<file path="src/pkg/swsc_pkg.sv">
// Constants and types for the switch status and sequencer configuration bank.
// Functional notes
// RULE1: Bits 0 and 1 of the switch status word show the live left and right switch levels, 1 meaning active.
// RULE2: Bits 2 and 3 are left and right latch-ready flags set by a configured capture and cleared by reading the status word.
// RULE3: Bits 4 and 5 show a currently active left or right switch stop and are not cleared by reading.
// RULE4: Bit 6 is set by a stall stop event and cleared by reading the status word.
// RULE5: The two low bits of the sequencer mode select 8192, 4096, 8 or 4 table entries, with 8192 after reset.
// RULE6: The sequencer strides through the table so that one electrical period holds the selected length, a quarter of it per full step.
// RULE7: Micro-step progression halts while bit 8 of the sequencer mode is set.
// RULE8: Current control bits 4..0 and 7 give run current and run decay mix, bits 12..8 and 15 the idle ones.
// RULE9: A read-only stall reading and a write-only stall threshold, each ranging 0 to 7, are provided.
// RULE10: Driver status reads back shutdown in bit 0, over-temperature warning in bit 1 and stall in bit 2.
// RULE11: The chopper divider never holds a value below 96 whatever the host writes.
// RULE12: The chopper clock is derived from a write-only divider whose reset value is 640.
// RULE13: A current scale of 16 gives full amplitude, smaller values scale in sixteenths and 0 disables the outputs.
// RULE14: When enabled, a left switch going active captures the ramp position and sets the left latch-ready flag.
// RULE15: Reserved addresses in the sequencer range ignore writes and read as zero.
`default_nettype none
package swsc_pkg;
    localparam int ADDR_W = 7;
    localparam int DATA_W = 32;
    localparam logic [6:0] ADDR_SWITCH_STATE = 7'h41;
    localparam logic [6:0] ADDR_SEQ_CONFIG = 7'h54;
    localparam logic [6:0] ADDR_COIL_SCALE = 7'h55;
    localparam logic [6:0] ADDR_STALL_READ = 7'h56;
    localparam logic [6:0] ADDR_DRV_FLAGS = 7'h57;
    localparam logic [6:0] ADDR_CHOP_DIV = 7'h59;
    localparam int SW_LIVE_L = 0;
    localparam int SW_LIVE_R = 1;
    localparam int SW_LATCH_L = 2;
    localparam int SW_LATCH_R = 3;
    localparam int SW_STOP_L = 4;
    localparam int SW_STOP_R = 5;
    localparam int SW_STALL = 6;
    localparam int SEQ_W = 9;
    localparam int SEQ_HALT_BIT = 8;
    localparam logic [8:0] SEQ_RESET = 9'h000;
    localparam int COIL_W = 24;
    localparam logic [23:0] COIL_RESET = 24'h000090;
    localparam int RUN_CUR_LSB = 0;
    localparam int RUN_MIX_BIT = 7;
    localparam int IDLE_CUR_LSB = 8;
    localparam int IDLE_MIX_BIT = 15;
    localparam int CUR_W = 5;
    localparam int THR_LSB = 16;
    localparam int THR_W = 3;
    localparam logic [2:0] THR_RESET = 3'h0;
    localparam logic [4:0] CUR_FULL = 5'h10;
    localparam int DIV_W = 11;
    localparam logic [10:0] DIV_RESET = 11'h280;
    localparam logic [10:0] DIV_MIN = 11'h060;
    localparam int IDX_W = 13;
    localparam int AMP_W = 12;
    typedef enum logic [1:0]
    {
        LEN_8192 = 2'b00,
        LEN_4096 = 2'b01,
        LEN_8 = 2'b10,
        LEN_4 = 2'b11
    } swsc_len_e;
    typedef struct packed
    {
        logic wr;
        logic rd;
        logic [6:0] addr;
        logic [31:0] wdata;
    } swsc_req_s;
    typedef struct packed
    {
        logic valid;
        logic [31:0] rdata;
    } swsc_rsp_s;
endpackage
`default_nettype wire

</file>
<file path="src/rtl/swsc_sync.sv">
// Two-stage synchroniser for the reference switch pins.
`default_nettype none
module swsc_sync
(
    // Clock, reset and enable
    input wire logic clk_i,
    input wire logic rstn_i,
    input wire logic ce_i,
    // Asynchronous pins and their synchronised levels
    input wire logic [1:0] async_i,
    output logic [1:0] sync_o
);
    logic [1:0] meta_reg;
    logic [1:0] sync_reg;

    // The first stage feeds only the second stage to keep metastability out.
    always_ff @(posedge clk_i or negedge rstn_i)
    begin
        if (!rstn_i)
        begin
            meta_reg <= 2'h0;
            sync_reg <= 2'h0;
        end
        else if (ce_i)
        begin
            meta_reg <= async_i;
            sync_reg <= meta_reg;
        end
    end

    assign sync_o = sync_reg;
endmodule
`default_nettype wire

</file>
<file path="src/rtl/swsc_top.sv">
// Switch status and micro-step sequencer configuration register bank.
`default_nettype none
module swsc_top
(
    // Clock, reset and enable
    input wire logic CLK_I,
    input wire logic RSTN_I,
    input wire logic CE_I,
    // Register access port
    input wire swsc_pkg::swsc_req_s REG_REQ_I,
    output swsc_pkg::swsc_rsp_s REG_RSP_O,
    // Reference switch pins and switch configuration
    input wire logic STOP_L_PIN_I,
    input wire logic STOP_R_PIN_I,
    input wire logic POL_L_I,
    input wire logic POL_R_I,
    input wire logic STOP_EN_L_I,
    input wire logic STOP_EN_R_I,
    input wire logic LATCH_L_ACT_I,
    input wire logic LATCH_L_INACT_I,
    input wire logic LATCH_R_ACT_I,
    input wire logic LATCH_R_INACT_I,
    input wire logic [31:0] RAMP_POS_I,
    output logic [31:0] LATCH_POS_O,
    // Driver feedback
    input wire logic STALL_EVENT_I,
    input wire logic [2:0] STALL_VALUE_I,
    input wire logic [2:0] DRV_STATUS_I,
    output logic [2:0] STALL_THRESHOLD_O,
    // Sequencer
    input wire logic STEP_I,
    input wire logic DIR_I,
    input wire logic STANDBY_I,
    input wire logic [11:0] TABLE_AMP_I,
    output logic [12:0] MSTEP_IDX_O,
    output logic [11:0] COIL_AMP_O,
    output logic COIL_EN_O,
    output logic DECAY_MIX_O,
    output logic [4:0] RUN_CURRENT_O,
    output logic [4:0] IDLE_CURRENT_O,
    output logic RUN_DECAY_MIX_O,
    output logic IDLE_DECAY_MIX_O,
    // Chopper clock
    output logic CHOP_CLK_O
);
    import swsc_pkg::*;

    logic [1:0] sw_sync;
    logic [1:0] sw_prev_reg;
    logic [2:0] warm_reg;
    logic [1:0] sw_active;
    logic [2:0] flag_reg;
    logic [31:0] latch_reg;
    logic [8:0] seq_reg;
    logic [23:0] coil_reg;
    logic [2:0] thr_reg;
    logic [10:0] div_reg;
    logic [10:0] div_cnt_reg;
    logic chop_reg;
    logic [12:0] idx_reg;
    logic [11:0] amp_reg;
    logic en_reg;
    logic mix_reg;
    logic valid_reg;
    logic [31:0] rdata_reg;
    logic [1:0] live_reg;
    logic [1:0] stop_reg;
    logic [2:0] stall_val_reg;
    logic [2:0] drv_reg;
    logic cap_l;
    logic cap_r;
    logic wr;
    logic rd_status;
    logic [4:0] cur_sel;

    // Stride through the full table so that each length spans one period.
    function automatic logic [12:0] len_stride(input logic [1:0] code);
        case (code)
            LEN_8192: len_stride = 13'h0001;
            LEN_4096: len_stride = 13'h0002;
            LEN_8: len_stride = 13'h0400;
            LEN_4: len_stride = 13'h0800;
            default: len_stride = 13'h0001;
        endcase
    endfunction

    // Scales above full amplitude are held at full to avoid table overflow.
    function automatic logic [11:0] scale_amp(input logic [11:0] amp,
                                              input logic [4:0] cur);
        logic [16:0] prod;
        logic [4:0] c;
        prod = 17'h00000;
        c = (cur > CUR_FULL) ? CUR_FULL : cur;
        prod = amp * c;
        scale_amp = prod[15:4];
    endfunction

    swsc_sync u_sync
    (
        .clk_i(CLK_I),
        .rstn_i(RSTN_I),
        .ce_i(CE_I),
        .async_i({STOP_R_PIN_I, STOP_L_PIN_I}),
        .sync_o(sw_sync)
    );

    assign sw_active = sw_sync ^ {POL_R_I, POL_L_I};
    assign cap_l = warm_reg[2] &&
                   ((LATCH_L_ACT_I && sw_active[0] && !sw_prev_reg[0]) ||
                    (LATCH_L_INACT_I && !sw_active[0] && sw_prev_reg[0]));
    assign cap_r = warm_reg[2] &&
                   ((LATCH_R_ACT_I && sw_active[1] && !sw_prev_reg[1]) ||
                    (LATCH_R_INACT_I && !sw_active[1] && sw_prev_reg[1]));
    assign wr = REG_REQ_I.wr;
    assign rd_status = REG_REQ_I.rd && (REG_REQ_I.addr == ADDR_SWITCH_STATE);
    assign cur_sel = STANDBY_I ? coil_reg[IDLE_CUR_LSB +: CUR_W]
                               : coil_reg[RUN_CUR_LSB +: CUR_W];

    // Live levels; captures wait three edges so reset values fake no edge.
    always_ff @(posedge CLK_I or negedge RSTN_I)
    begin
        if (!RSTN_I)
        begin
            sw_prev_reg <= 2'h0;
            warm_reg <= 3'h0;
            live_reg <= 2'h0;
            stop_reg <= 2'h0;
        end
        else if (CE_I)
        begin
            sw_prev_reg <= sw_active;
            warm_reg <= {warm_reg[1:0], 1'b1};
            live_reg <= sw_active; // RULE1
            stop_reg <= sw_active & {STOP_EN_R_I, STOP_EN_L_I}; // RULE3
        end
    end

    // Sticky flags: a new event in the reading cycle survives the clear.
    always_ff @(posedge CLK_I or negedge RSTN_I)
    begin
        if (!RSTN_I)
        begin
            flag_reg <= 3'h0;
        end
        else if (CE_I)
        begin
            flag_reg[0] <= cap_l || (flag_reg[0] && !rd_status); // RULE2 RULE14
            flag_reg[1] <= cap_r || (flag_reg[1] && !rd_status); // RULE2
            flag_reg[2] <= STALL_EVENT_I || (flag_reg[2] && !rd_status); // RULE4
        end
    end

    // One latch register is shared, so the latest capture on either side overwrites it.
    always_ff @(posedge CLK_I or negedge RSTN_I)
    begin
        if (!RSTN_I)
        begin
            latch_reg <= 32'h00000000;
        end
        else if (CE_I && (cap_l || cap_r))
        begin
            latch_reg <= RAMP_POS_I; // RULE14
        end
    end

    // Host writes; reserved addresses simply match no case.
    always_ff @(posedge CLK_I or negedge RSTN_I)
    begin
        if (!RSTN_I)
        begin
            seq_reg <= SEQ_RESET;
            coil_reg <= COIL_RESET;
            thr_reg <= THR_RESET;
            div_reg <= DIV_RESET; // RULE12
        end
        else if (CE_I && wr)
        begin
            case (REG_REQ_I.addr)
                ADDR_SEQ_CONFIG: seq_reg <= REG_REQ_I.wdata[SEQ_W-1:0]; // RULE5
                ADDR_COIL_SCALE:
                begin
                    coil_reg <= REG_REQ_I.wdata[COIL_W-1:0]; // RULE8
                    thr_reg <= REG_REQ_I.wdata[THR_LSB +: THR_W]; // RULE9
                end
                ADDR_CHOP_DIV:
                begin
                    if (REG_REQ_I.wdata[DIV_W-1:0] < DIV_MIN)
                        div_reg <= DIV_MIN; // RULE11
                    else
                        div_reg <= REG_REQ_I.wdata[DIV_W-1:0];
                end
                default: ; // RULE15
            endcase
        end
    end

    // Read port answers one cycle after the strobe.
    always_ff @(posedge CLK_I or negedge RSTN_I)
    begin
        if (!RSTN_I)
        begin
            valid_reg <= 1'b0;
            rdata_reg <= 32'h00000000;
            stall_val_reg <= 3'h0;
            drv_reg <= 3'h0;
        end
        else if (CE_I)
        begin
            stall_val_reg <= STALL_VALUE_I; // RULE9
            drv_reg <= DRV_STATUS_I; // RULE10
            valid_reg <= REG_REQ_I.rd;
            rdata_reg <= 32'h00000000;
            if (REG_REQ_I.rd)
            begin
                case (REG_REQ_I.addr)
                    ADDR_SWITCH_STATE:
                        rdata_reg <= {25'h0000000, flag_reg[2], stop_reg,
                                      flag_reg[1:0], live_reg}; // RULE1 RULE3
                    ADDR_SEQ_CONFIG: rdata_reg <= {23'h000000, seq_reg};
                    ADDR_STALL_READ: rdata_reg <= {29'h00000000, stall_val_reg};
                    ADDR_DRV_FLAGS: rdata_reg <= {29'h00000000, drv_reg}; // RULE10
                    default: rdata_reg <= 32'h00000000; // RULE15
                endcase
            end
        end
    end

    // Micro-step index.
    always_ff @(posedge CLK_I or negedge RSTN_I)
    begin
        if (!RSTN_I)
        begin
            idx_reg <= 13'h0000;
        end
        else if (CE_I && STEP_I && !seq_reg[SEQ_HALT_BIT]) // RULE7
        begin
            if (DIR_I)
                idx_reg <= idx_reg - len_stride(seq_reg[1:0]); // RULE6
            else
                idx_reg <= idx_reg + len_stride(seq_reg[1:0]); // RULE6
        end
    end

    // Coil amplitude, enable and decay selection.
    always_ff @(posedge CLK_I or negedge RSTN_I)
    begin
        if (!RSTN_I)
        begin
            amp_reg <= 12'h000;
            en_reg <= 1'b0;
            mix_reg <= 1'b0;
        end
        else if (CE_I)
        begin
            amp_reg <= scale_amp(TABLE_AMP_I, cur_sel); // RULE13
            en_reg <= (cur_sel != 5'h00); // RULE13
            mix_reg <= STANDBY_I ? coil_reg[IDLE_MIX_BIT]
                                 : coil_reg[RUN_MIX_BIT]; // RULE8
        end
    end

    // Chopper clock toggles every divider count, so its period is twice it.
    always_ff @(posedge CLK_I or negedge RSTN_I)
    begin
        if (!RSTN_I)
        begin
            div_cnt_reg <= 11'h000;
            chop_reg <= 1'b0;
        end
        else if (CE_I)
        begin
            if (div_cnt_reg >= div_reg - 11'h001)
            begin
                div_cnt_reg <= 11'h000;
                chop_reg <= !chop_reg; // RULE12
            end
            else
            begin
                div_cnt_reg <= div_cnt_reg + 11'h001;
            end
        end
    end

    assign REG_RSP_O = {valid_reg, rdata_reg};
    assign LATCH_POS_O = latch_reg;
    assign STALL_THRESHOLD_O = thr_reg;
    assign MSTEP_IDX_O = idx_reg;
    assign COIL_AMP_O = amp_reg;
    assign COIL_EN_O = en_reg;
    assign DECAY_MIX_O = mix_reg;
    assign RUN_CURRENT_O = coil_reg[RUN_CUR_LSB +: CUR_W];
    assign IDLE_CURRENT_O = coil_reg[IDLE_CUR_LSB +: CUR_W];
    assign RUN_DECAY_MIX_O = coil_reg[RUN_MIX_BIT];
    assign IDLE_DECAY_MIX_O = coil_reg[IDLE_MIX_BIT];
    assign CHOP_CLK_O = chop_reg;
endmodule
`default_nettype wire

</file>
<file path="config.mk">
export PLATFORM = sky130hd
export DESIGN_NAME = swsc_top
export DESIGN_NICKNAME = d
export VERILOG_FILES = /design/src/pkg/swsc_pkg.sv /design/src/rtl/swsc_sync.sv /design/src/rtl/swsc_top.sv
export SDC_FILE = /design/constraint.sdc
export NUM_CORES = 1
export LEC_CHECK = 0
export BUFFER_PORTS_ARGS = -buffer_cell sky130_fd_sc_hd__buf_4
export CAP_MARGIN = 10
export CORE_AREA = 2 2 124 126
export DETAILED_ROUTE_END_ITERATION = 12
export DIE_AREA = 0 0 126 128
export PLACE_DENSITY_LB_ADDON = 0.05
export SYNTH_ARGS = -nofsm -noshare
export SYNTH_HDL_FRONTEND = slang
export SYNTH_HIERARCHICAL = 1
export SYNTH_SLANG_ARGS = --single-unit
</file>
<file path="constraint.sdc">
create_clock -name CLK_I -period 13.7 [get_ports CLK_I]
set_clock_uncertainty 0.2 [all_clocks]
set_input_delay 2.055 -clock CLK_I [delete_from_list [all_inputs] [get_ports CLK_I]]
set_output_delay 2.055 -clock CLK_I [all_outputs]
set_load 0.02 [all_outputs]
</file>
Word level (Yosys, flattened, before mapping)
Index checks and enable logic that the tools add are counted.
- flip-flop bits (word level): 163
- input bits: 108
- logic and storage cells: 90
- $add $sub $neg: 4
- multiply operators: 1
- $lt $le $gt $ge: 3
- eq/ne operators: 9
- multiplexer cells: 13
- bitwise gates (word level): 2
- reduce and logical (&&, ||, !) cells: 37
- operators with widths (kind ; number):
    $mux W13 ; 5
    $pmux W13 S4 ; 1
    $eq A7 B7 Y1 const B ; 6
    $pmux W9 S4 ; 1
    $mux W11 ; 2
    $logic_and A1 B1 Y1 ; 18
    $mul A12 B5 Y16 ; 1
    $add A13 B13 Y13 ; 1
    $sub A13 B13 Y13 ; 1
    $add A11 B1 Y11 const B ; 1
    $ge A11 B11 Y1 ; 1
    $lt A11 B7 Y1 const B ; 1
    $sub A11 B1 Y11 const B ; 1
    $mux W5 ; 2
    $mux W9 ; 1
    $reduce_and A2 Y1 ; 4
    $logic_not A1 Y1 ; 7
    $logic_or A1 B1 Y1 ; 6
    $gt A5 B5 Y1 const B ; 1
    $reduce_bool A5 Y1 ; 1
    $eq A2 B2 Y1 const B ; 2
    $and A2 B2 Y2 ; 1
    $eq A2 B1 Y1 const B ; 1
    $logic_not A2 Y1 ; 1
    2 further kinds ; 2

Depth between registers and ports, before layout
- depth in word-level cells: 8
- gate-level depth with buffers: 21

Modules after synthesis
Netlist, hierarchy kept.
- by module, submodules not included (module ; times used ; cells an instance ; area each (um2) ; seq. area each (um2)):
    swsc_top ; 1 ; 789 ; 8225.4 ; 3308.2
    swsc_sync ; 1 ; 8 ; 145.1 ; 100.1

Least setup slack after synthesis
OpenSTA, ideal clock, no wires.
- kind: input to register
- start point: in STANDBY_I
- end point: reg amp_reg[11], in the netlist COIL_AMP_O[11]
- data arrival time: 6608 ps
- data required time: 13382 ps
- slack: 6774 ps
- cell stages on the path: 20
- cell sequence: buf_6 > or4b_2 > o22ai_1 > nor2_1 > nor2_1 > clkbuf_1 > and2_1 > fa_1 > fa_1 > inv_1 > fa_1 > inv_1 > ha_1 > a21oi_1 > o21ai_0 > nand3_1 > o211ai_1 > o41ai_2 > mux2i_1 > a21o_1
- cells in the longest elaborated chain, start to end: 4
- RTL lines (element ; line ; RTL):
    start: declaration ; swsc_top.sv:33 ; input wire logic STANDBY_I,
    $mux W5 (*) ; swsc_top.sv:116 ; assign cur_sel = STANDBY_I ? coil_reg[IDLE_CUR_LSB +: CUR_W]
    $gt A5 B5 Y1 ; swsc_top.sv:93 ; c = (cur > CUR_FULL) ? CUR_FULL : cur;
    $mux W5 (*) ; swsc_top.sv:93 ;
    $mul A12 B5 Y16 (*) ; swsc_top.sv:94 ; prod = amp * c;
    end signal: assignment ; swsc_top.sv:255 ; amp_reg <= scale_amp(TABLE_AMP_I, cur_sel);
    end: declaration ; swsc_top.sv:61 ; logic [11:0] amp_reg;
Mark *: on every way between the ends. The rest lies on a longest branch, timed or not.
A chain may end at the register's enable or synchronous reset.

Worst setup path in the final report
Ends and elaborated chain as after synthesis.

==> metrics.md <==
| Metric | Value |
|---|---|
| Status | complete, no violations |
| Worst Path Arrival | 7370 ps |
| Routed Antenna Nets | 0 |
| Slew Viols, Final | 0 |
| Syn Std Cell Area | 8371 um2 |
| Fin area | 10,370 um2 |
| Filler instances | roughly 1,200 |
| Leak | ~5.2 nW |
| Largest net degree at the start of global routing | 81 |
| HP Class | reg2reg |
| Power Density | 151.8 nW/um2 |
| Setup Viol. Count Final | 0 |
| H-tree depth | 4 |
| Clock latency at the later pin of the worst-skew pair | a little over 400 ps |
| Final Hold Vio Count | 0 |
| Hold path cells | 1 |
| Synth Area in Compound Gates | 0.1010 |
| Highest clock rate | ~0.14 GHz |
| CTS max path bufs | 2 |
| Mux contribution to synthesized area | 0.1229 |
| Hpwl dp | 14,940 um |
| CP Max Fanout | 12 |
| Count of cell types in the netlist | 65 |
| Seq pwr share | 0.357 |
| Xor-xnor portion of the synthesized cell area | 0.03348 |
| Pint | between 1 and 1.5 mW |
| Initial antenna violation count | 0 |
| Drt drc | 0 |
| First-pass GRT wire length | 33,310 um |
| # IOs | approximately 220 |
| Net Sw Frac | 0.3582 |
| GRT Residual Overflow | 0 |
| Vias per inst | 5.548 |
| Most frequent cells in the layout | buf_4, dfrtp_1, mux2_2, nand2_1, inv_1 |
| CP Class | in2reg |
| Total core area | around 15,000 um2 |
| Post-DP Area | between 9000 and 10,000 um2 |
| R2R cell count | 18 |
| Chip Width | 126 um |
| Count of state elements after synthesis | 136 |
| Async SR Flop Fraction | 1.000 |
| Cells after synthesis | 797 |
| VDD IR-drop max | between 0.1 and 0.15 mV |
| GRT Util Overall | 0.2558 |
| Hold_buf cts | 0 |
| CTS-repair resized insts | 0 |
| Worst setup SP type | primary input |
| Detailed Route WL | slightly below 20,000 um |
| Gate power share | 0.350 |
| Simple-Gate Fraction of Synth Area | 0.1332 |
| Leading cell type in the layout, fill and taps excluded | buf_4 |
| RSZ-0062 raised after global routing | false |
| Final period util | 0.5300 |
| Num CTS Buffers | 17 |
| Area of the multi-input gates | 4527 um2 |
| Layout area overhead | 23.90% |
| DRT Pass-1 Iters | 5 |
| Net count, final | between 1,000 and 1,500 |
| P_sw | between 0.5 and 0.6 mW |
| # diodes | 0 |
| Clock Sink Count | approximately 140 |
| Largest register FFs | 32 |
| Initial core utilization | 0.5631 |
| CTS tree | done |
| Vias after detailed routing | 6,513 |
| DIE AREA | between 15,000 and 20,000 um2 |
| Die H | between 100 and 150 um |
| Largest family of logic cells by synthesized area | adder cells |
| Reg area | 3408 um2 |
| Synth warn | 6 |
| Crit. End Element | register |
| Clock root buffer | clkbuf_16 |
| MaxCap Viol Count | 0 |
| CP Data Required Time | 13,810 ps |
| DRT iter0 DRCs | just over 300 |
| Final GP Congestion | slightly above 0.8 |
| Worst slew pin tran | roughly 790 ps |
| DP Cell Count | approximately 1,100 |
| Number of I/O port buffers | 177 |
| Final core occ | 0.6977 |
| Power Total | approximately 1.6 mW |
| Setup Fix Bufs, Post-CTS | 0 |
| WL/cell | about 17 um |
| Mean Syn Cell Area | ~11 um2 |
| Clock share of power | 0.293 |
| # rows | between 40 and 50 |
| Synth Flop Type | dfrtp_1 |
| CTS clk-pin slew, worst paths | around 60 ps |
| Register area share after synthesis | 0.4072 |
| Vias in the first global route | 7,009 |
| Non-Filler Instances | approximately 1,200 |
| EDFF count, synth | 0 |
| Minimum clock period | a little over 7000 ps |
| Sum Neg Setup Slack | 0 ps |
| Synth Area in Adders | 0.1396 |
| Max transition margin | 0.4716 |
| Share of cells above drive strength 1 | 0.3205 |
-- metrics by stage --
stage | worst slack, ps | hold WS (ps)
2_1_floorplan | 6774 | 230.5
3_3_place_gp | 6187 | 243.8
3_5_place_dp | 6044 | 265.9
4_1_cts | 6473 | 275.7
5_1_grt | 6090 | 286.9
6_report | 6439 | 272.3
-- power by group through the flow --
stage | Sequential (mW) | Combinational [mW] | Clock [mW]
after floorplan | 0.644 | 0.258 | 0
after global placement | 0.562 | 0.532 | 0
after detailed placement | 0.566 | 0.552 | 0
after CTS | 0.561 | 0.554 | 0.469
after global routing | 0.574 | 0.607 | 0.487
final | 0.562 | 0.550 | 0.461
-- synthesized netlist by cell type (all sizes together) (8+ instances only) --
library cell | count | area share
dfrtp | 132 | 0.39
mux2 | 83 | 0.11
nand2 | 74 | 0.033
inv | 67 | 0.030
ha | 47 | 0.070
nor2 | 40 | 0.018
and2 | 34 | 0.025
o21ai | 33 | 0.021
a21oi | 32 | 0.019
fa | 29 | 0.069
buf | 28 | 0.025
xnor2 | 21 | 0.022
clkbuf | 16 | 0.0072
nand3 | 15 | 0.0096
a21o | 12 | 0.011
nor3 | 12 | 0.0078
xor2 | 11 | 0.012
mux2i | 9 | 0.011
o2bb2ai | 9 | 0.0094
and3 | 8 | 0.0060
nor2b | 8 | 0.0069
-- cell families after synthesis --
family / count (synthesis)
buffers and inverters: 112
other: 1
DFF: 136
adders and majority gates: 76
AOI/OAI and AO/OA: 125
xor gates and xnor gates: 32
and+or+nand+nor: 223
muxes: 92
-- critical path, cell delays in order --
cell      delay (ps)
buf_4            170
or4b_2           600
o22ai_1          260
nor2_1           120
nor2_1           630
and2_1           250
fa_1             450
fa_1             560
inv_1             60
fa_1             530
inv_1             40
ha_1             340
a21oi_1          160
o21ai_0          200
nand3_1          160
o211ai_1         120
o41ai_2          340
mux2i_1          130
a21o_1           190
-- final cells by class --
cell class | count | area share
multi-input cells | 571 | 0.4365
flip-flops and latches | 136 | 0.3286
repair buffers | 179 | 0.1299
clock buffers | 17 | 0.04102
inverters | 68 | 0.02461
well taps | 188 | 0.02268
clock inverters | 15 | 0.01665
-- per-layer routing --
| layer | wire (um) | up-vias | part of all wire | global-route usage |
|---|---|---|---|---|
| li1 | - | 3036 | - | - |
| met5 | 0 | - | 0 | 0 |
| met2 | 9991 | 199 | 0.51 | 0.4377 |
| met3 | 1463 | 46 | 0.074 | 0.07554 |
| met1 | 7620 | 3232 | 0.39 | 0.3006 |
| met4 | 612 | 0 | 0.031 | 0.1118 |
-- worst paths after layout --
path / from / endpoint / slack [ps]
worst min register to register: CHOP_CLK_O / CHOP_CLK_O / 270
min in group asynchronous: RSTN_I / MSTEP_IDX_O[7] / 1450
worst min-delay path: CHOP_CLK_O / CHOP_CLK_O / 270
worst max register to register: coil_reg[9] / COIL_AMP_O[11] / 7740
max in group asynchronous: RSTN_I / LATCH_POS_O[15] / 10590
worst max-delay path: STANDBY_I / COIL_AMP_O[11] / 6440
Power figures use the tool's default switching activity.
